## config.mk

```make
export PLATFORM = sky130hd
export DESIGN_NAME = return_link_parser
export DESIGN_NICKNAME = d
export VERILOG_FILES = /design/src/rtl/return_link_pkg.sv /design/src/rtl/return_link_parser.sv /design/src/rtl/seq_gap_check.sv
export SDC_FILE = /design/constraint.sdc
export NUM_CORES = 1
export LEC_CHECK = 0
export BUFFER_PORTS_ARGS = -buffer_cell sky130_fd_sc_hd__buf_2
export CAP_MARGIN = 20
export CORE_MARGIN = 4
export CORE_UTILIZATION = 55
export DETAILED_ROUTE_END_ITERATION = 7
export GPL_TIMING_DRIVEN = 1
export PLACE_DENSITY_LB_ADDON = 0.2
export SYNTH_ARGS = -nofsm -noshare
export SYNTH_HDL_FRONTEND = slang
export SYNTH_HIERARCHICAL = 1
export SYNTH_SLANG_ARGS = --single-unit
```

## constraint.sdc

```tcl
create_clock -name clk -period 21 [get_ports clk]
set_input_delay 3.15 -clock clk [delete_from_list [all_inputs] [get_ports clk]]
set_output_delay 3.15 -clock clk [all_outputs]
set_load 0.05 [all_outputs]
```

## src/rtl/return_link_pkg.sv

```systemverilog
// Shared constants and carriers of the return link packet parser
package return_link_pkg;

  // ----------------------------------------------------------------------
  // Packet framing
  // ----------------------------------------------------------------------
  localparam logic [7:0]  SYNC_MARKER    = 8'h47;
  localparam logic [1:0]  RSV_HDR_BITS   = 2'h3;
  localparam logic [1:0]  CIPHER_CLEAR   = 2'h0;
  localparam int          HDR_BYTES      = 8;
  localparam int          PAY_BYTES      = 92;
  localparam int          PKT_BYTES      = HDR_BYTES + PAY_BYTES;
  localparam int          CAP_BYTES      = 12;
  localparam int          CAP_MSB        = CAP_BYTES * 8 - 1;
  localparam logic [6:0]  LAST_HDR_IDX   = 7'(HDR_BYTES - 1);
  localparam logic [6:0]  LAST_PKT_IDX   = 7'(PKT_BYTES - 1);
  localparam logic [6:0]  CAP_END_IDX    = 7'(HDR_BYTES + CAP_BYTES);

  // ----------------------------------------------------------------------
  // Packet identifiers
  // ----------------------------------------------------------------------
  localparam logic [12:0] PID_RSV_MAX    = 13'h0010;
  localparam logic [12:0] PID_FEEDBACK   = 13'h0011;
  localparam logic [12:0] PID_CHANGE     = 13'h0012;
  localparam logic [12:0] PID_ECHO       = 13'h0013;
  localparam logic [12:0] PID_NULL       = 13'h1fff;

  // ----------------------------------------------------------------------
  // Scheme and command codes
  // ----------------------------------------------------------------------
  localparam logic [7:0]  SCHEME_UNDET   = 8'h00;
  localparam logic [7:0]  SCHEME_FM      = 8'h01;
  localparam logic [7:0]  SCHEME_MC      = 8'h02;
  localparam logic [7:0]  SCHEME_VSB     = 8'h03;
  localparam logic [7:0]  SCHEME_SC      = 8'h04;
  localparam logic [7:0]  CMD_GENERIC    = 8'h00;

  // ----------------------------------------------------------------------
  // Payload field positions, bits counted from the first payload bit
  // ----------------------------------------------------------------------
  localparam int OFS_LEVEL   = 0;
  localparam int OFS_SCHEME  = 8;
  localparam int OFS_MC_BW   = 16;
  localparam int OFS_MC_GI   = 18;
  localparam int OFS_MC_CON  = 20;
  localparam int OFS_MC_RATE = 22;
  localparam int OFS_MC_BERB = 32;
  localparam int OFS_MC_BERA = 48;
  localparam int OFS_MC_UCE  = 64;
  localparam int OFS_MC_EVR  = 80;
  localparam int OFS_NOISE   = 16;
  localparam int OFS_CON3    = 24;
  localparam int OFS_VSB_UCE = 72;
  localparam int OFS_SC_RATE = 40;
  localparam int OFS_SC_UCE  = 70;
  localparam int OFS_CMD     = 0;
  localparam int OFS_CMD_PWR = 8;
  localparam int OFS_CMD_SCH = 16;
  localparam int OFS_WM_CNT  = 0;
  localparam int OFS_WM0     = 8;

  // ----------------------------------------------------------------------
  // Timing
  // ----------------------------------------------------------------------
  localparam int CLK_HZ                 = 25_000_000;
  localparam int FEEDBACK_PERIOD_MS     = 200;
  localparam int FEEDBACK_PERIOD_CYCLES = CLK_HZ / 1000 * FEEDBACK_PERIOD_MS;
  localparam int STALE_PERIODS          = 3;

  // ----------------------------------------------------------------------
  // Software register map (word index)
  // ----------------------------------------------------------------------
  localparam logic [3:0]  REG_CTRL     = 4'h0;
  localparam logic [3:0]  REG_OWN_ID   = 4'h1;
  localparam logic [3:0]  REG_STATUS   = 4'h2;
  localparam logic [3:0]  REG_GOOD_CNT = 4'h3;
  localparam logic [3:0]  REG_ERR_CNT  = 4'h4;
  localparam logic [3:0]  REG_DISC_CNT = 4'h5;
  localparam logic [3:0]  REG_FB_LINK  = 4'h6;
  localparam logic [3:0]  REG_FB_BER   = 4'h7;
  localparam logic [3:0]  REG_FB_UCE   = 4'h8;
  localparam logic [3:0]  REG_CMD      = 4'h9;
  localparam logic [3:0]  REG_WM_CNT   = 4'ha;
  localparam logic [3:0]  REG_WM0      = 4'hb;
  localparam logic [3:0]  REG_WM1      = 4'hc;
  localparam logic [3:0]  REG_HDR      = 4'hd;
  localparam int          CTRL_EN_BIT  = 0;
  localparam int          CTRL_FLT_BIT = 1;
  localparam logic [1:0]  CTRL_RESET   = 2'h1;

  // Header in wire order, most significant field first
  typedef struct packed {
    logic        fault;
    logic [1:0]  beacon;
    logic [12:0] pid;
    logic [1:0]  cipher;
    logic [1:0]  rsv;
    logic [3:0]  seq;
    logic [31:0] txid;
  } hdr_t;

  // Decoded power feedback metrics
  typedef struct packed {
    logic [7:0]  level;
    logic [7:0]  scheme;
    logic [7:0]  quality;
    logic [1:0]  bw;
    logic [1:0]  gi;
    logic [2:0]  con;
    logic [3:0]  rate;
    logic [15:0] ber_before;
    logic [15:0] ber_after;
    logic [15:0] uce;
  } feedback_t;

  // Software command port
  typedef struct packed {
    logic        wr;
    logic        rd;
    logic [3:0]  addr;
    logic [31:0] wdata;
  } sw_req_t;

endpackage : return_link_pkg

```

## src/rtl/return_link_parser.sv

```systemverilog
// Receiver-side parser for return link transport packets
//
// How it works
// RL1 - Every packet opens with marker 0x47; parser hunts for it.
// RL2 - Fault flag one marks an errored packet; its contents are dropped.
// RL3 - Header order: flag, beacon, identifier, cipher, reserved, count, identity, payload.
// RL4 - The two reserved header bits are sent as binary 11.
// RL5 - Cipher 00 means clear payload; other codes are user defined.
// RL6 - Sequence count per identifier increments by one, wrapping modulo 16.
// RL7 - Target identity holds the intended transmitter address, or all zeros.
// RL8 - 92-byte payload: level, scheme indicator, then 90 private bytes.
// RL9 - Identifiers: 0x00-0x10 reserved, 0x11 feedback, 0x12 change, 0x13 echo, 0x1FFF null.
// RL10 - Power feedback arrives about every 200 ms from a timer.
// RL11 - Received level is signed eight-bit dBm.
// RL12 - Scheme codes 0..4 defined; 5..255 treated as unknown.
// RL13 - Multicarrier metrics: bandwidth, guard, constellation, rate, BERs, count, error ratio.
// RL14 - Guard interval 1/32..1/4 coded 00..11.
// RL15 - Multicarrier constellation QPSK 00, 16QAM 01, 64QAM 10.
// RL16 - Code rate 1/2..7/8 coded 000..100.
// RL17 - Each BER field: mantissa high byte, signed exponent low byte.
// RL18 - Uncorrectable count is a 16-bit unsigned raw count.
// RL19 - VSB metrics: noise byte, constellation, reserved bits, uncorrectable count.
// RL20 - Single carrier: noise, constellation, inner rate, uncorrectable count.
// RL21 - Change request command code 0..4 defined, 5..255 reserved.
// RL22 - Generic change request: signed excess power then scheme indicator.
// RL23 - Sender starts in beacon mode after reset.
// RL24 - Echo payload: watermark count byte, then 32-bit watermark values.
// RL25 - Sender fills idle time with null packets.
// RL26 - Unused payload bytes and reserved fields are sent as zero.
//
// Chosen here: the address-and-strobe port and the placing of the registers.
`timescale 1ns/10ps
module return_link_parser
  import return_link_pkg::*;
#(
  parameter int CNT_W           = 16,
  parameter int STALE_CYCLES    = FEEDBACK_PERIOD_CYCLES * STALE_PERIODS,
  parameter int TIMER_W         = 32
) (
  input  wire logic                    clk,
  input  wire logic                    rst,
  input  wire logic                    in_valid,
  input  wire logic [7:0]              in_byte,
  input  wire return_link_pkg::sw_req_t sw_req,
  output logic [31:0]                  sw_rdata,
  output logic                         packet_done,
  output logic                         feedback_stale
);
  import return_link_pkg::*;

  if (CNT_W < 1 || CNT_W > 32 || TIMER_W < 8 || TIMER_W > 32 ||
      STALE_CYCLES < 1 || longint'(STALE_CYCLES) >= (longint'(1) << TIMER_W)) begin : g_bad
    $error("return_link_parser parameters out of range");
  end

  typedef enum logic [1:0] {HUNT, HEAD, BODY} parse_t;

  // ----------------------------------------------------------------------
  // Helpers
  // ----------------------------------------------------------------------
  // Byte-at-offset extraction from captured payload, MSB-first
  function automatic logic [7:0] pbyte(input logic [CAP_MSB:0] cap, input int ofs);
    pbyte = cap[CAP_MSB - ofs -: 8];
  endfunction : pbyte

  function automatic logic [15:0] pword(input logic [CAP_MSB:0] cap, input int ofs);
    pword = cap[CAP_MSB - ofs -: 16];
  endfunction : pword

  // ----------------------------------------------------------------------
  // Byte framing
  // ----------------------------------------------------------------------
  parse_t             state, next_state;
  logic [6:0]         idx, next_idx;
  hdr_t               hdr, next_hdr;
  logic [CAP_MSB:0]   cap, next_cap;
  logic               in_sync, next_in_sync;
  logic               next_done;

  // Hunt for marker, shift header, capture leading payload bytes
  always_comb begin
    next_state   = state;
    next_idx     = idx;
    next_hdr     = hdr;
    next_cap     = cap;
    next_in_sync = in_sync;
    next_done    = 1'b0;
    if (in_valid) begin
      unique case (state)
        HUNT: begin
          if (in_byte == SYNC_MARKER) begin // RL1
            next_state = HEAD;
            next_idx   = 7'h01;
            next_cap   = '0;
          end else begin
            next_in_sync = 1'b0;
          end
        end
        HEAD: begin
          next_hdr = {hdr[$bits(hdr_t)-9:0], in_byte}; // RL3
          next_idx = 7'(idx + 7'h01);
          if (idx == LAST_HDR_IDX) begin
            next_state = BODY;
          end
        end
        BODY: begin
          // Only the leading bytes carry fields we decode
          if (idx < CAP_END_IDX) begin
            next_cap = {cap[CAP_MSB-8:0], in_byte}; // RL8
          end
          next_idx = 7'(idx + 7'h01);
          if (idx == LAST_PKT_IDX) begin
            next_state   = HUNT;
            next_in_sync = 1'b1;
            next_done    = 1'b1;
          end
        end
      endcase
    end
  end

  // Framing registers
  always_ff @(posedge clk or posedge rst) begin
    if (rst) begin
      state       <= HUNT;
      idx         <= 7'h00;
      hdr         <= '0;
      cap         <= '0;
      in_sync     <= 1'b0;
      packet_done <= 1'b0;
    end else begin
      state       <= next_state;
      idx         <= next_idx;
      hdr         <= next_hdr;
      cap         <= next_cap;
      in_sync     <= next_in_sync;
      packet_done <= next_done;
    end
  end

  // ----------------------------------------------------------------------
  // Packet classification
  // ----------------------------------------------------------------------
  logic [1:0]  ctrl;
  logic [31:0] own_id;
  logic        id_ok, accept, is_stream;
  logic [1:0]  stream;
  logic        gap;

  // Identity zero means unknown target and is always taken
  assign id_ok     = !ctrl[CTRL_FLT_BIT] || hdr.txid == 32'h0 || hdr.txid == own_id; // RL7
  assign accept    = packet_done && ctrl[CTRL_EN_BIT] && !hdr.fault && id_ok; // RL2
  assign is_stream = hdr.pid >= PID_FEEDBACK && hdr.pid <= PID_ECHO; // RL9
  assign stream    = 2'(hdr.pid - PID_FEEDBACK);

  // Null and reserved identifiers carry no counted stream
  seq_gap_check #(
    .STREAMS (3)
  ) seq_gap_check_i (
    .clk     (clk),
    .rst     (rst),
    .check   (accept && is_stream),
    .stream  (stream),
    .seq     (hdr.seq),
    .gap     (gap)
  );

  // ----------------------------------------------------------------------
  // Decoded results
  // ----------------------------------------------------------------------
  feedback_t   fb, next_fb;
  logic [23:0] cmd, next_cmd;
  logic [7:0]  wm_cnt, next_wm_cnt;
  logic [31:0] wm0, wm1, next_wm0, next_wm1;
  logic [7:0]  sts, next_sts;
  logic        fb_seen;
  logic [7:0]  scheme;

  assign scheme  = pbyte(cap, OFS_SCHEME);
  assign fb_seen = accept && hdr.pid == PID_FEEDBACK && hdr.cipher == CIPHER_CLEAR;

  // Decode payload by identifier, then by scheme code
  always_comb begin
    next_fb     = fb;
    next_cmd    = cmd;
    next_wm_cnt = wm_cnt;
    next_wm0    = wm0;
    next_wm1    = wm1;
    next_sts    = sts;
    if (packet_done) begin
      next_sts[5] = hdr.fault; // RL2
      next_sts[3] = hdr.rsv != RSV_HDR_BITS; // RL4
    end
    if (accept) begin
      next_sts[7:6] = hdr.beacon; // RL23
      next_sts[4]   = hdr.cipher != CIPHER_CLEAR; // RL5
    end
    if (fb_seen) begin
      next_fb        = '0;
      next_fb.level  = pbyte(cap, OFS_LEVEL); // RL11
      next_fb.scheme = scheme;
      next_sts[2]    = scheme > SCHEME_SC; // RL12
      unique case (scheme)
        SCHEME_MC: begin
          next_fb.bw         = cap[CAP_MSB - OFS_MC_BW -: 2]; // RL13
          next_fb.gi         = cap[CAP_MSB - OFS_MC_GI -: 2]; // RL14
          next_fb.con        = {1'b0, cap[CAP_MSB - OFS_MC_CON -: 2]}; // RL15
          next_fb.rate       = {1'b0, cap[CAP_MSB - OFS_MC_RATE -: 3]}; // RL16
          next_fb.ber_before = pword(cap, OFS_MC_BERB); // RL17
          next_fb.ber_after  = pword(cap, OFS_MC_BERA); // RL17
          next_fb.uce        = pword(cap, OFS_MC_UCE); // RL18
          next_fb.quality    = pbyte(cap, OFS_MC_EVR); // RL13
        end
        SCHEME_VSB: begin
          next_fb.quality = pbyte(cap, OFS_NOISE); // RL19
          next_fb.con     = cap[CAP_MSB - OFS_CON3 -: 3]; // RL19
          next_fb.uce     = pword(cap, OFS_VSB_UCE); // RL19
        end
        SCHEME_SC: begin
          next_fb.quality = pbyte(cap, OFS_NOISE); // RL20
          next_fb.con     = cap[CAP_MSB - OFS_CON3 -: 3]; // RL20
          next_fb.rate    = cap[CAP_MSB - OFS_SC_RATE -: 4]; // RL20
          next_fb.uce     = pword(cap, OFS_SC_UCE); // RL20
        end
        default: begin
          // Undetermined, FM and unknown codes carry level and scheme only
          next_fb.uce = 16'h0000;
        end
      endcase
    end
    if (accept && hdr.cipher == CIPHER_CLEAR && hdr.pid == PID_CHANGE) begin
      next_cmd    = {pbyte(cap, OFS_CMD), 16'h0000};
      next_sts[1] = pbyte(cap, OFS_CMD) > SCHEME_SC; // RL21
      if (pbyte(cap, OFS_CMD) == CMD_GENERIC) begin
        next_cmd[15:0] = {pbyte(cap, OFS_CMD_PWR), pbyte(cap, OFS_CMD_SCH)}; // RL22
      end
    end
    if (accept && hdr.cipher == CIPHER_CLEAR && hdr.pid == PID_ECHO) begin
      next_wm_cnt = pbyte(cap, OFS_WM_CNT); // RL24
      next_wm0    = (pbyte(cap, OFS_WM_CNT) > 8'h00) ? cap[CAP_MSB - OFS_WM0 -: 32] : 32'h0;
      next_wm1    = (pbyte(cap, OFS_WM_CNT) > 8'h01) ? cap[CAP_MSB - OFS_WM0 - 32 -: 32] : 32'h0;
    end
  end

  // Decoded result registers
  always_ff @(posedge clk or posedge rst) begin
    if (rst) begin
      fb     <= '0;
      cmd    <= '0;
      wm_cnt <= 8'h00;
      wm0    <= 32'h0;
      wm1    <= 32'h0;
      sts    <= 8'h00;
    end else begin
      fb     <= next_fb;
      cmd    <= next_cmd;
      wm_cnt <= next_wm_cnt;
      wm0    <= next_wm0;
      wm1    <= next_wm1;
      sts    <= next_sts;
    end
  end

  // ----------------------------------------------------------------------
  // Feedback watchdog and counters
  // ----------------------------------------------------------------------
  localparam logic [TIMER_W-1:0] STALE_LIMIT = TIMER_W'(STALE_CYCLES);

  logic [TIMER_W-1:0] age, next_age;
  logic [CNT_W-1:0]   good_cnt, err_cnt, disc_cnt;
  logic [CNT_W-1:0]   next_good_cnt, next_err_cnt, next_disc_cnt;
  logic               clr_cnt;
  logic               next_stale;

  assign clr_cnt = sw_req.wr && sw_req.addr == REG_GOOD_CNT;

  // A missing feedback packet for several periods marks the link stale
  always_comb begin
    next_age   = age;
    next_stale = feedback_stale;
    if (fb_seen) begin
      next_age   = '0; // RL10
      next_stale = 1'b0;
    end else if (age < STALE_LIMIT) begin
      next_age = TIMER_W'(age + 1'b1);
    end else begin
      next_stale = 1'b1; // RL10
    end
    // Clear first so an event in the same cycle still counts
    next_good_cnt = clr_cnt ? '0 : good_cnt;
    next_err_cnt  = clr_cnt ? '0 : err_cnt;
    next_disc_cnt = clr_cnt ? '0 : disc_cnt;
    if (accept && hdr.pid != PID_NULL) begin // RL25
      next_good_cnt = CNT_W'(next_good_cnt + 1'b1);
    end
    if (packet_done && hdr.fault) begin
      next_err_cnt = CNT_W'(next_err_cnt + 1'b1); // RL2
    end
    if (gap) begin
      next_disc_cnt = CNT_W'(next_disc_cnt + 1'b1); // RL6
    end
  end

  // Watchdog and counter registers
  always_ff @(posedge clk or posedge rst) begin
    if (rst) begin
      age            <= '0;
      feedback_stale <= 1'b1;
      good_cnt       <= '0;
      err_cnt        <= '0;
      disc_cnt       <= '0;
    end else begin
      age            <= next_age;
      feedback_stale <= next_stale;
      good_cnt       <= next_good_cnt;
      err_cnt        <= next_err_cnt;
      disc_cnt       <= next_disc_cnt;
    end
  end

  // ----------------------------------------------------------------------
  // Software registers
  // ----------------------------------------------------------------------
  logic [1:0]  next_ctrl;
  logic [31:0] next_own_id, next_rdata;

  // Writes steer filtering; reads answer in the following cycle only
  always_comb begin
    next_ctrl   = ctrl;
    next_own_id = own_id;
    next_rdata  = 32'h0;
    if (sw_req.wr && sw_req.addr == REG_CTRL) begin
      next_ctrl = sw_req.wdata[1:0];
    end
    if (sw_req.wr && sw_req.addr == REG_OWN_ID) begin
      next_own_id = sw_req.wdata;
    end
    if (sw_req.rd) begin
      unique case (sw_req.addr)
        REG_CTRL:     next_rdata = {30'h0, ctrl};
        REG_OWN_ID:   next_rdata = own_id;
        REG_STATUS:   next_rdata = {22'h0, feedback_stale, in_sync, sts};
        REG_GOOD_CNT: next_rdata = 32'(good_cnt);
        REG_ERR_CNT:  next_rdata = 32'(err_cnt);
        REG_DISC_CNT: next_rdata = 32'(disc_cnt);
        REG_FB_LINK:  next_rdata = {fb.level, fb.scheme, fb.quality, fb.bw, fb.gi, fb.con, fb.rate[3:3]};
        REG_FB_BER:   next_rdata = {fb.ber_before, fb.ber_after};
        REG_FB_UCE:   next_rdata = {13'h0, fb.rate[2:0], fb.uce};
        REG_CMD:      next_rdata = {8'h00, cmd};
        REG_WM_CNT:   next_rdata = {24'h0, wm_cnt};
        REG_WM0:      next_rdata = wm0;
        REG_WM1:      next_rdata = wm1;
        REG_HDR:      next_rdata = {hdr.fault, hdr.beacon, hdr.pid, hdr.cipher, hdr.rsv, hdr.seq, 8'h00};
        default:      next_rdata = 32'h0;
      endcase
    end
  end

  // Register file flops
  always_ff @(posedge clk or posedge rst) begin
    if (rst) begin
      ctrl     <= CTRL_RESET;
      own_id   <= 32'h0;
      sw_rdata <= 32'h0;
    end else begin
      ctrl     <= next_ctrl;
      own_id   <= next_own_id;
      sw_rdata <= next_rdata;
    end
  end

endmodule : return_link_parser

```

## src/rtl/seq_gap_check.sv

```systemverilog
// Per-identifier sequence count tracker for received packets
`timescale 1ns/10ps
module seq_gap_check #(
  parameter int STREAMS = 3
) (
  input  wire logic                       clk,
  input  wire logic                       rst,
  input  wire logic                       check,
  input  wire logic [$clog2(STREAMS)-1:0] stream,
  input  wire logic [3:0]                 seq,
  output logic                            gap
);
  import return_link_pkg::*;

  if (STREAMS < 2) begin : g_bad
    $error("seq_gap_check needs at least two streams");
  end

  logic [3:0]         last [STREAMS];
  logic [STREAMS-1:0] seen;
  logic [3:0]         next_last [STREAMS];
  logic [STREAMS-1:0] next_seen;
  logic               next_gap;

  // Expected count is last plus one modulo sixteen; first packet only seeds
  always_comb begin
    next_last = last;
    next_seen = seen;
    next_gap  = 1'b0;
    if (check) begin
      next_gap          = seen[stream] && (seq != 4'(last[stream] + 4'h1)); // RL6
      next_last[stream] = seq;
      next_seen[stream] = 1'b1;
    end
  end

  // Table and gap pulse registers
  always_ff @(posedge clk or posedge rst) begin
    if (rst) begin
      for (int i = 0; i < STREAMS; i++) begin
        last[i] <= 4'h0;
      end
      seen <= '0;
      gap  <= 1'b0;
    end else begin
      last <= next_last;
      seen <= next_seen;
      gap  <= next_gap;
    end
  end

endmodule : seq_gap_check

```

# --- Word-level counts from Yosys, hierarchy flattened ---
# Index checks and enable logic that the tools add are counted.
# W data, S select, Z words.
totals:
  regBits: 512
  inputBits: 49
  out_inout_bits: 34
classes:
  add_sub_neg: 7
  order_cmp: 12
  n_eq_ne: 34
  n_mux: 47
  bitwise_logic: 2
  n_reduce_logical: 37
ops:
  columns: ["cell", "n"]
  rows:
  - ["$pmux W32 S14", 1]
  - ["$mux W32", 6]
  - ["$mux W96", 2]
  - ["$pmux W96 S2", 1]
  - ["$mux W16", 7]
  - ["$add A16 B1 Y16 const B", 3]
  - ["$pmux W16 S3", 1]
  - ["$eq A13 B5 Y1 const B", 3]
  - ["$add A32 B1 Y32 const B", 1]
  - ["$eq A32 B32 Y1", 1]
  - ["$logic_not A32 Y1", 1]
  - ["$lt A32 B24 Y1 const B", 1]
  - ["$eq A4 B4 Y1 const B", 6]
  - ["$logic_and A1 B1 Y1", 18]
  - ["$eq A4 B3 Y1 const B", 4]
  - ["$eq A8 B2 Y1 const B", 2]
  - ["$gt A8 B1 Y1 const B", 2]
  - ["$gt A8 B3 Y1 const B", 2]
  - ["$mux W4", 4]
  - ["$pmux W8 S2", 1]
  - ["$ne A2 B2 Y1 const B", 7]
  - ["$pmux W7 S2", 1]
  - ["$ge A13 B5 Y1 const B", 1]
  - ["$le A13 B5 Y1 const B", 1]
  - ["41 further kinds", 62]

# --- Depth between registers and ports, before layout ---
depth:
  word_depth: 9
  depth_mapped: 13
  mapped_depth_nobuf: 11

# --- Modules after synthesis ---
# Netlist, hierarchy kept.
modules_own_cells:
  columns: ["mod", "instances", "cells_each", "area_per_inst_um2", "seq_area_each_um2"]
  rows:
  - ["return_link_parser", 1, 2123, 22905.7, 12414.4]
  - ["seq_gap_check", 1, 64, 800.8, 400.4]

# --- Least setup slack after synthesis ---
# Ideal clock, no wire load.
synth_timing:
  path_type: "input to register"
  startpoint: "input sw_req[33] in the netlist's numbering"
  endpoint: "register err_cnt[14]"
  setup_ns: 0.132
  arrival_ns: 5.449
  path_slack_ns: 15.419
  stages: 13
  n_path_buf: 4
  path_cell_list: "buf_2 -> nor4bb_1 -> buf_2 -> and2_1 -> clkbuf_1 -> clkbuf_1 -> nor2_1 -> ha_1 -> and3_1 -> and4_1 -> nand4_1 -> xor2_1 -> nor2_1"
synth_via:
  elab_chain_cells: 5
synth_rtl:
  columns: ["element", "line_no", "source"]
  rows:
  - ["start: declaration", "return_link_parser.sv:44", "input wire return_link_pkg::sw_req_t sw_req,"]
  - ["$eq A4 B2 Y1 *", "return_link_parser.sv:275", "assign clr_cnt = sw_req.wr && sw_req.addr == REG_GOOD_CNT;"]
  - ["$logic_and A1 B1 Y1 *", "return_link_parser.sv:275", null]
  - ["$mux W16 *", "return_link_parser.sv:291", "next_err_cnt = clr_cnt ? '0 : err_cnt;"]
  - ["$add A16 B1 Y16", "return_link_parser.sv:297", "next_err_cnt = CNT_W'(next_err_cnt + 1'b1);"]
  - ["$mux W16 *", "return_link_parser.sv:296", "if (packet_done && hdr.fault) begin"]
  - ["via next_err_cnt[14]", "return_link_parser.sv:271", "logic [CNT_W-1:0] next_good_cnt, next_err_cnt, next_disc_cnt;"]
  - ["end signal: assignment", "return_link_parser.sv:316", "err_cnt <= next_err_cnt;"]
  - ["end: declaration", "return_link_parser.sv:270", "logic [CNT_W-1:0] good_cnt, err_cnt, disc_cnt;"]
# Mark *: on every way through the listed nets, which the timed path passes. The rest lies on a longest branch.
# A chain may end at the register's enable or synchronous reset.

# --- Final worst setup path ---
layout_timing:
  startpoint: "input sw_req[33] in the netlist's numbering"
  endpoint: "register good_cnt[14]"
layout_via:
  elab_chain_cells: 5
layout_rtl:
  columns: ["element", "line_no", "source"]
  rows:
  - ["$eq A4 B2 Y1 *", "return_link_parser.sv:275", null]
  - ["$logic_and A1 B1 Y1 *", "return_link_parser.sv:275", null]
  - ["$mux W16 *", "return_link_parser.sv:290", "next_good_cnt = clr_cnt ? '0 : good_cnt;"]
  - ["$add A16 B1 Y16", "return_link_parser.sv:294", "next_good_cnt = CNT_W'(next_good_cnt + 1'b1);"]
  - ["$mux W16 *", "return_link_parser.sv:293", "if (accept && hdr.pid != PID_NULL) begin"]
  - ["via next_good_cnt[14]", "return_link_parser.sv:271", null]
  - ["end signal: assignment", "return_link_parser.sv:315", "good_cnt <= next_good_cnt;"]
  - ["end: declaration", "return_link_parser.sv:270", null]
# Marks and branches as above.

==> out/metrics.cfg <==
[placement]
dp_hpwl_microns = 48100
gp_congestion = 0.945
dpl.cell_count = 2749
pre_cts_slack_ps = 15070
port_buffers = 82

[power_and_ir_drop]
power_density_nw_per_um2 = 98.7
power_w = 0.00261
ir_drop_mv = 0.0874
leakage_nw = 11.4

[clock_tree]
cts_tree = built
post_cts_resized = 0
cts_sinks = 512
numCtsBuffers = 53
root_buffer = clkbuf_16
clk_pin_slew_worst_paths_ps = 60
ctsHoldBuffers = 0
cts.htree.levels = 2
cts_setup_buffers = 0
clk_latency_ps = 620
cts_buffer_depth = 3

[detailed_routing]
post_drt_wl_per_cell_microns = 25.0
drc_errors = 0
avgViaCountPerCell = 6.21
num_vias = 17700
ant_nets = 0
routed_wl_microns = 71300
drt_iter0_drc = 1912
drtPass1Iterations = 7

[sta]
hold_violations = 0
fmax_ghz = 0.187
relSlewSlack_pct = 17.9
fin_ws_ps = 15660
rsz0062_at_grt = false
worst_pin_slew_ps = 1230
fin_setup_tns_ps = 0
slew_viol_final = 0
fin_skew_ps = 28.0
holdWs_ps = 470
period_share_pct = 25.4
finalSetupViolations = 0
fin_crit_ps = 5340

[floorplan]
die_y_microns = 216
start_util_pct = 56.0
core_sq_um = 42300
fp.dieArea_sq_um = 46500
fp.dieW_microns = 216
rows = 75
num_io_pins = 83

[synthesis]
synth_top_family_by_area = multiplexers
synthArstFlopShare_pct = 100
synth_warnings = 6
synth.area.mux_share_pct = 14.3
synthXorXnorAreaFrac_pct = 3.33
synth_fa_ha_area_share_pct = 0.633
synth-compound-area-share_pct = 10.4
ys_ff_latch = 512
mappedNetlistArea_sq_um = 23700
syn_nets = 2248
ys_types = 61
yosysSeqAreaShare_pct = 54.1
ys.flop_type = dfrtp_1
syn_area_per_cell_sq_um = 10.8
synth_cells = 2187
synth_edf_count = 0
yosys.area_share.simple_pct = 13.0

[setup_path]
crit_type = in -> reg
crit_arrival_ps = 5870
crit_path_start_kind = primary input
cp-end-kind = flip-flop
crit_fanout = 29
critPathRequiredTime_ps = 21530

[global_route]
grt_usage_pct = 30.6
antenna_found_initial = 1
grt_max_degree = 199
grt_pass1_wl_microns = 109000
grt_overflow_total = 0
grt_pass1_vias = 17500

[status]
outcome = finished, final reports clean

[final_layout]
area_delta_synth_final_pct = 11.5
fin_nets = 2288
nFillCells = 3378
n_antenna_cell = 0
layout.cells.non_filler = 2848
post_route_cells_drive_above_1_share_pct = 19.2

[hold_path]
hp-class = reg -> reg

[job]
drv_cap = 0

-- cell type report --
type	instances	area (sq um)	area share, %
sequential	512	12800	48.5
timing repair buffer	115	671	2.54
clock inverter	17	273	1.03
clock buffer	82	1590	6.00
inverter	102	390	1.48
multi-input combinational	1443	9980	37.8
tap	577	722	2.73
-- worst paths after layout --
| check | cells after the start | start | endpoint | slack [ps] |
|---|---|---|---|---|
| setup reg to reg | 8 | hdr[4] | seq_gap_check_i/last[9] | 16990 |
| hold / removal | 1 | seq_gap_check_i/seen[2] | seq_gap_check_i/seen[2] | 470 |
| max in group asynchronous | 4 | rst | cap[64] | 15900 |
| setup / recovery | 12 | sw_req[33] | good_cnt[14] | 15660 |
| hold reg to reg | 1 | seq_gap_check_i/seen[2] | seq_gap_check_i/seen[2] | 470 |
| min in group asynchronous | 2 | rst | seq_gap_check_i/last[7] | 2670 |
-- state kept, by name, summed over array words and instances (netlist names), 7 cells and up --
name	cells
wm0	32
fb	83
cap	96
cmd	24
age	32
err_cnt	16
wm1	32
seq_gap_check_i/last	12
own_id	32
disc_cnt	16
hdr	56
sw_rdata	32
idx	7
sts	7
good_cnt	16
wm_cnt	8
-- worst max-delay path: stages --
cell	delay [ps]
buf_2	160
nor4bb_4	180
buf_4	210
nand2_1	100
buf_4	310
and2_1	220
ha_1	180
nand3_1	100
nor3_1	460
nand3_1	180
or4_1	430
a21oi_1	160
-- Yosys cell counts, types with 38 or more instances --
cell type,n,area [sq um]
a22oi_1,56,420
xnor2_1,45,394
dfrtp_1,510,12800
nor2_1,76,285
inv_1,102,383
nand3_1,38,190
clkbuf_1,70,263
mux2_2,199,2240
nand2_1,368,1380
a22o_1,52,455
xor2_1,45,394
nor2b_1,42,263
o21ai_0,129,646
mux2i_1,113,1130
nand4_1,39,244
a221oi_1,38,333
-- layout by cell type (no fill, tap or decap), drive strengths merged, types with 3 or more instances in the layout --
cell type,netlist,final
dfrtp,510,510
nand2,368,368
mux2,201,201
o21ai,131,131
buf,59,115
mux2i,113,113
inv,102,104
clkbuf,71,82
nor2,76,76
a22oi,56,56
a22o,52,52
xnor2,45,45
xor2,45,45
nor2b,43,43
nand4,39,39
nand3,38,38
a221oi,38,38
a31oi,33,33
nor3,20,20
a21oi,18,18
nor4,18,18
and3,15,15
a222oi,12,12
ha,12,12
nand2b,10,10
and2,8,8
or3,8,8
clkinv,0,7
or4,7,7
and4,6,6
bufinv,0,6
o31ai,4,4
a31o,3,3
a41oi,3,3
-- kinds of logic after synthesis --
kind of cell,Yosys count
AND/OR/NAND/NOR,667
adder cells (fa/ha/maj),12
buffers and inverters,232
AO/OA/AOI/OAI,360
multiplexers,314
flip-flops,512
XOR/XNOR,90
-- per-stage QoR --
stage | utilization (%) | area (sq um)
floorplan | - | 23700
global placement | 58.1 | 24600
detailed placement | 58.1 | 24600
CTS | 62.5 | 26400
global route | 62.5 | 26400
finish | 62.5 | 26400
-- routing by layer --
layer / track usage (%) / part of all wire (%) / vias to the layer above
met5: 1.35 / 0.14 / -
met4: 10.8 / 3.9 / 4
met3: 7.51 / 9.5 / 168
met2: 44.9 / 44 / 817
met1: 44.4 / 43 / 8920
li1: - / - / 7767
-- power by group --
group          total, W  internal [W]  switching [W]
Clock           0.00100      0.000596       0.000408
Sequential      0.00124       0.00108       0.000167
Combinational  0.000363      0.000153       0.000210
(Power assumes the default switching activity.)
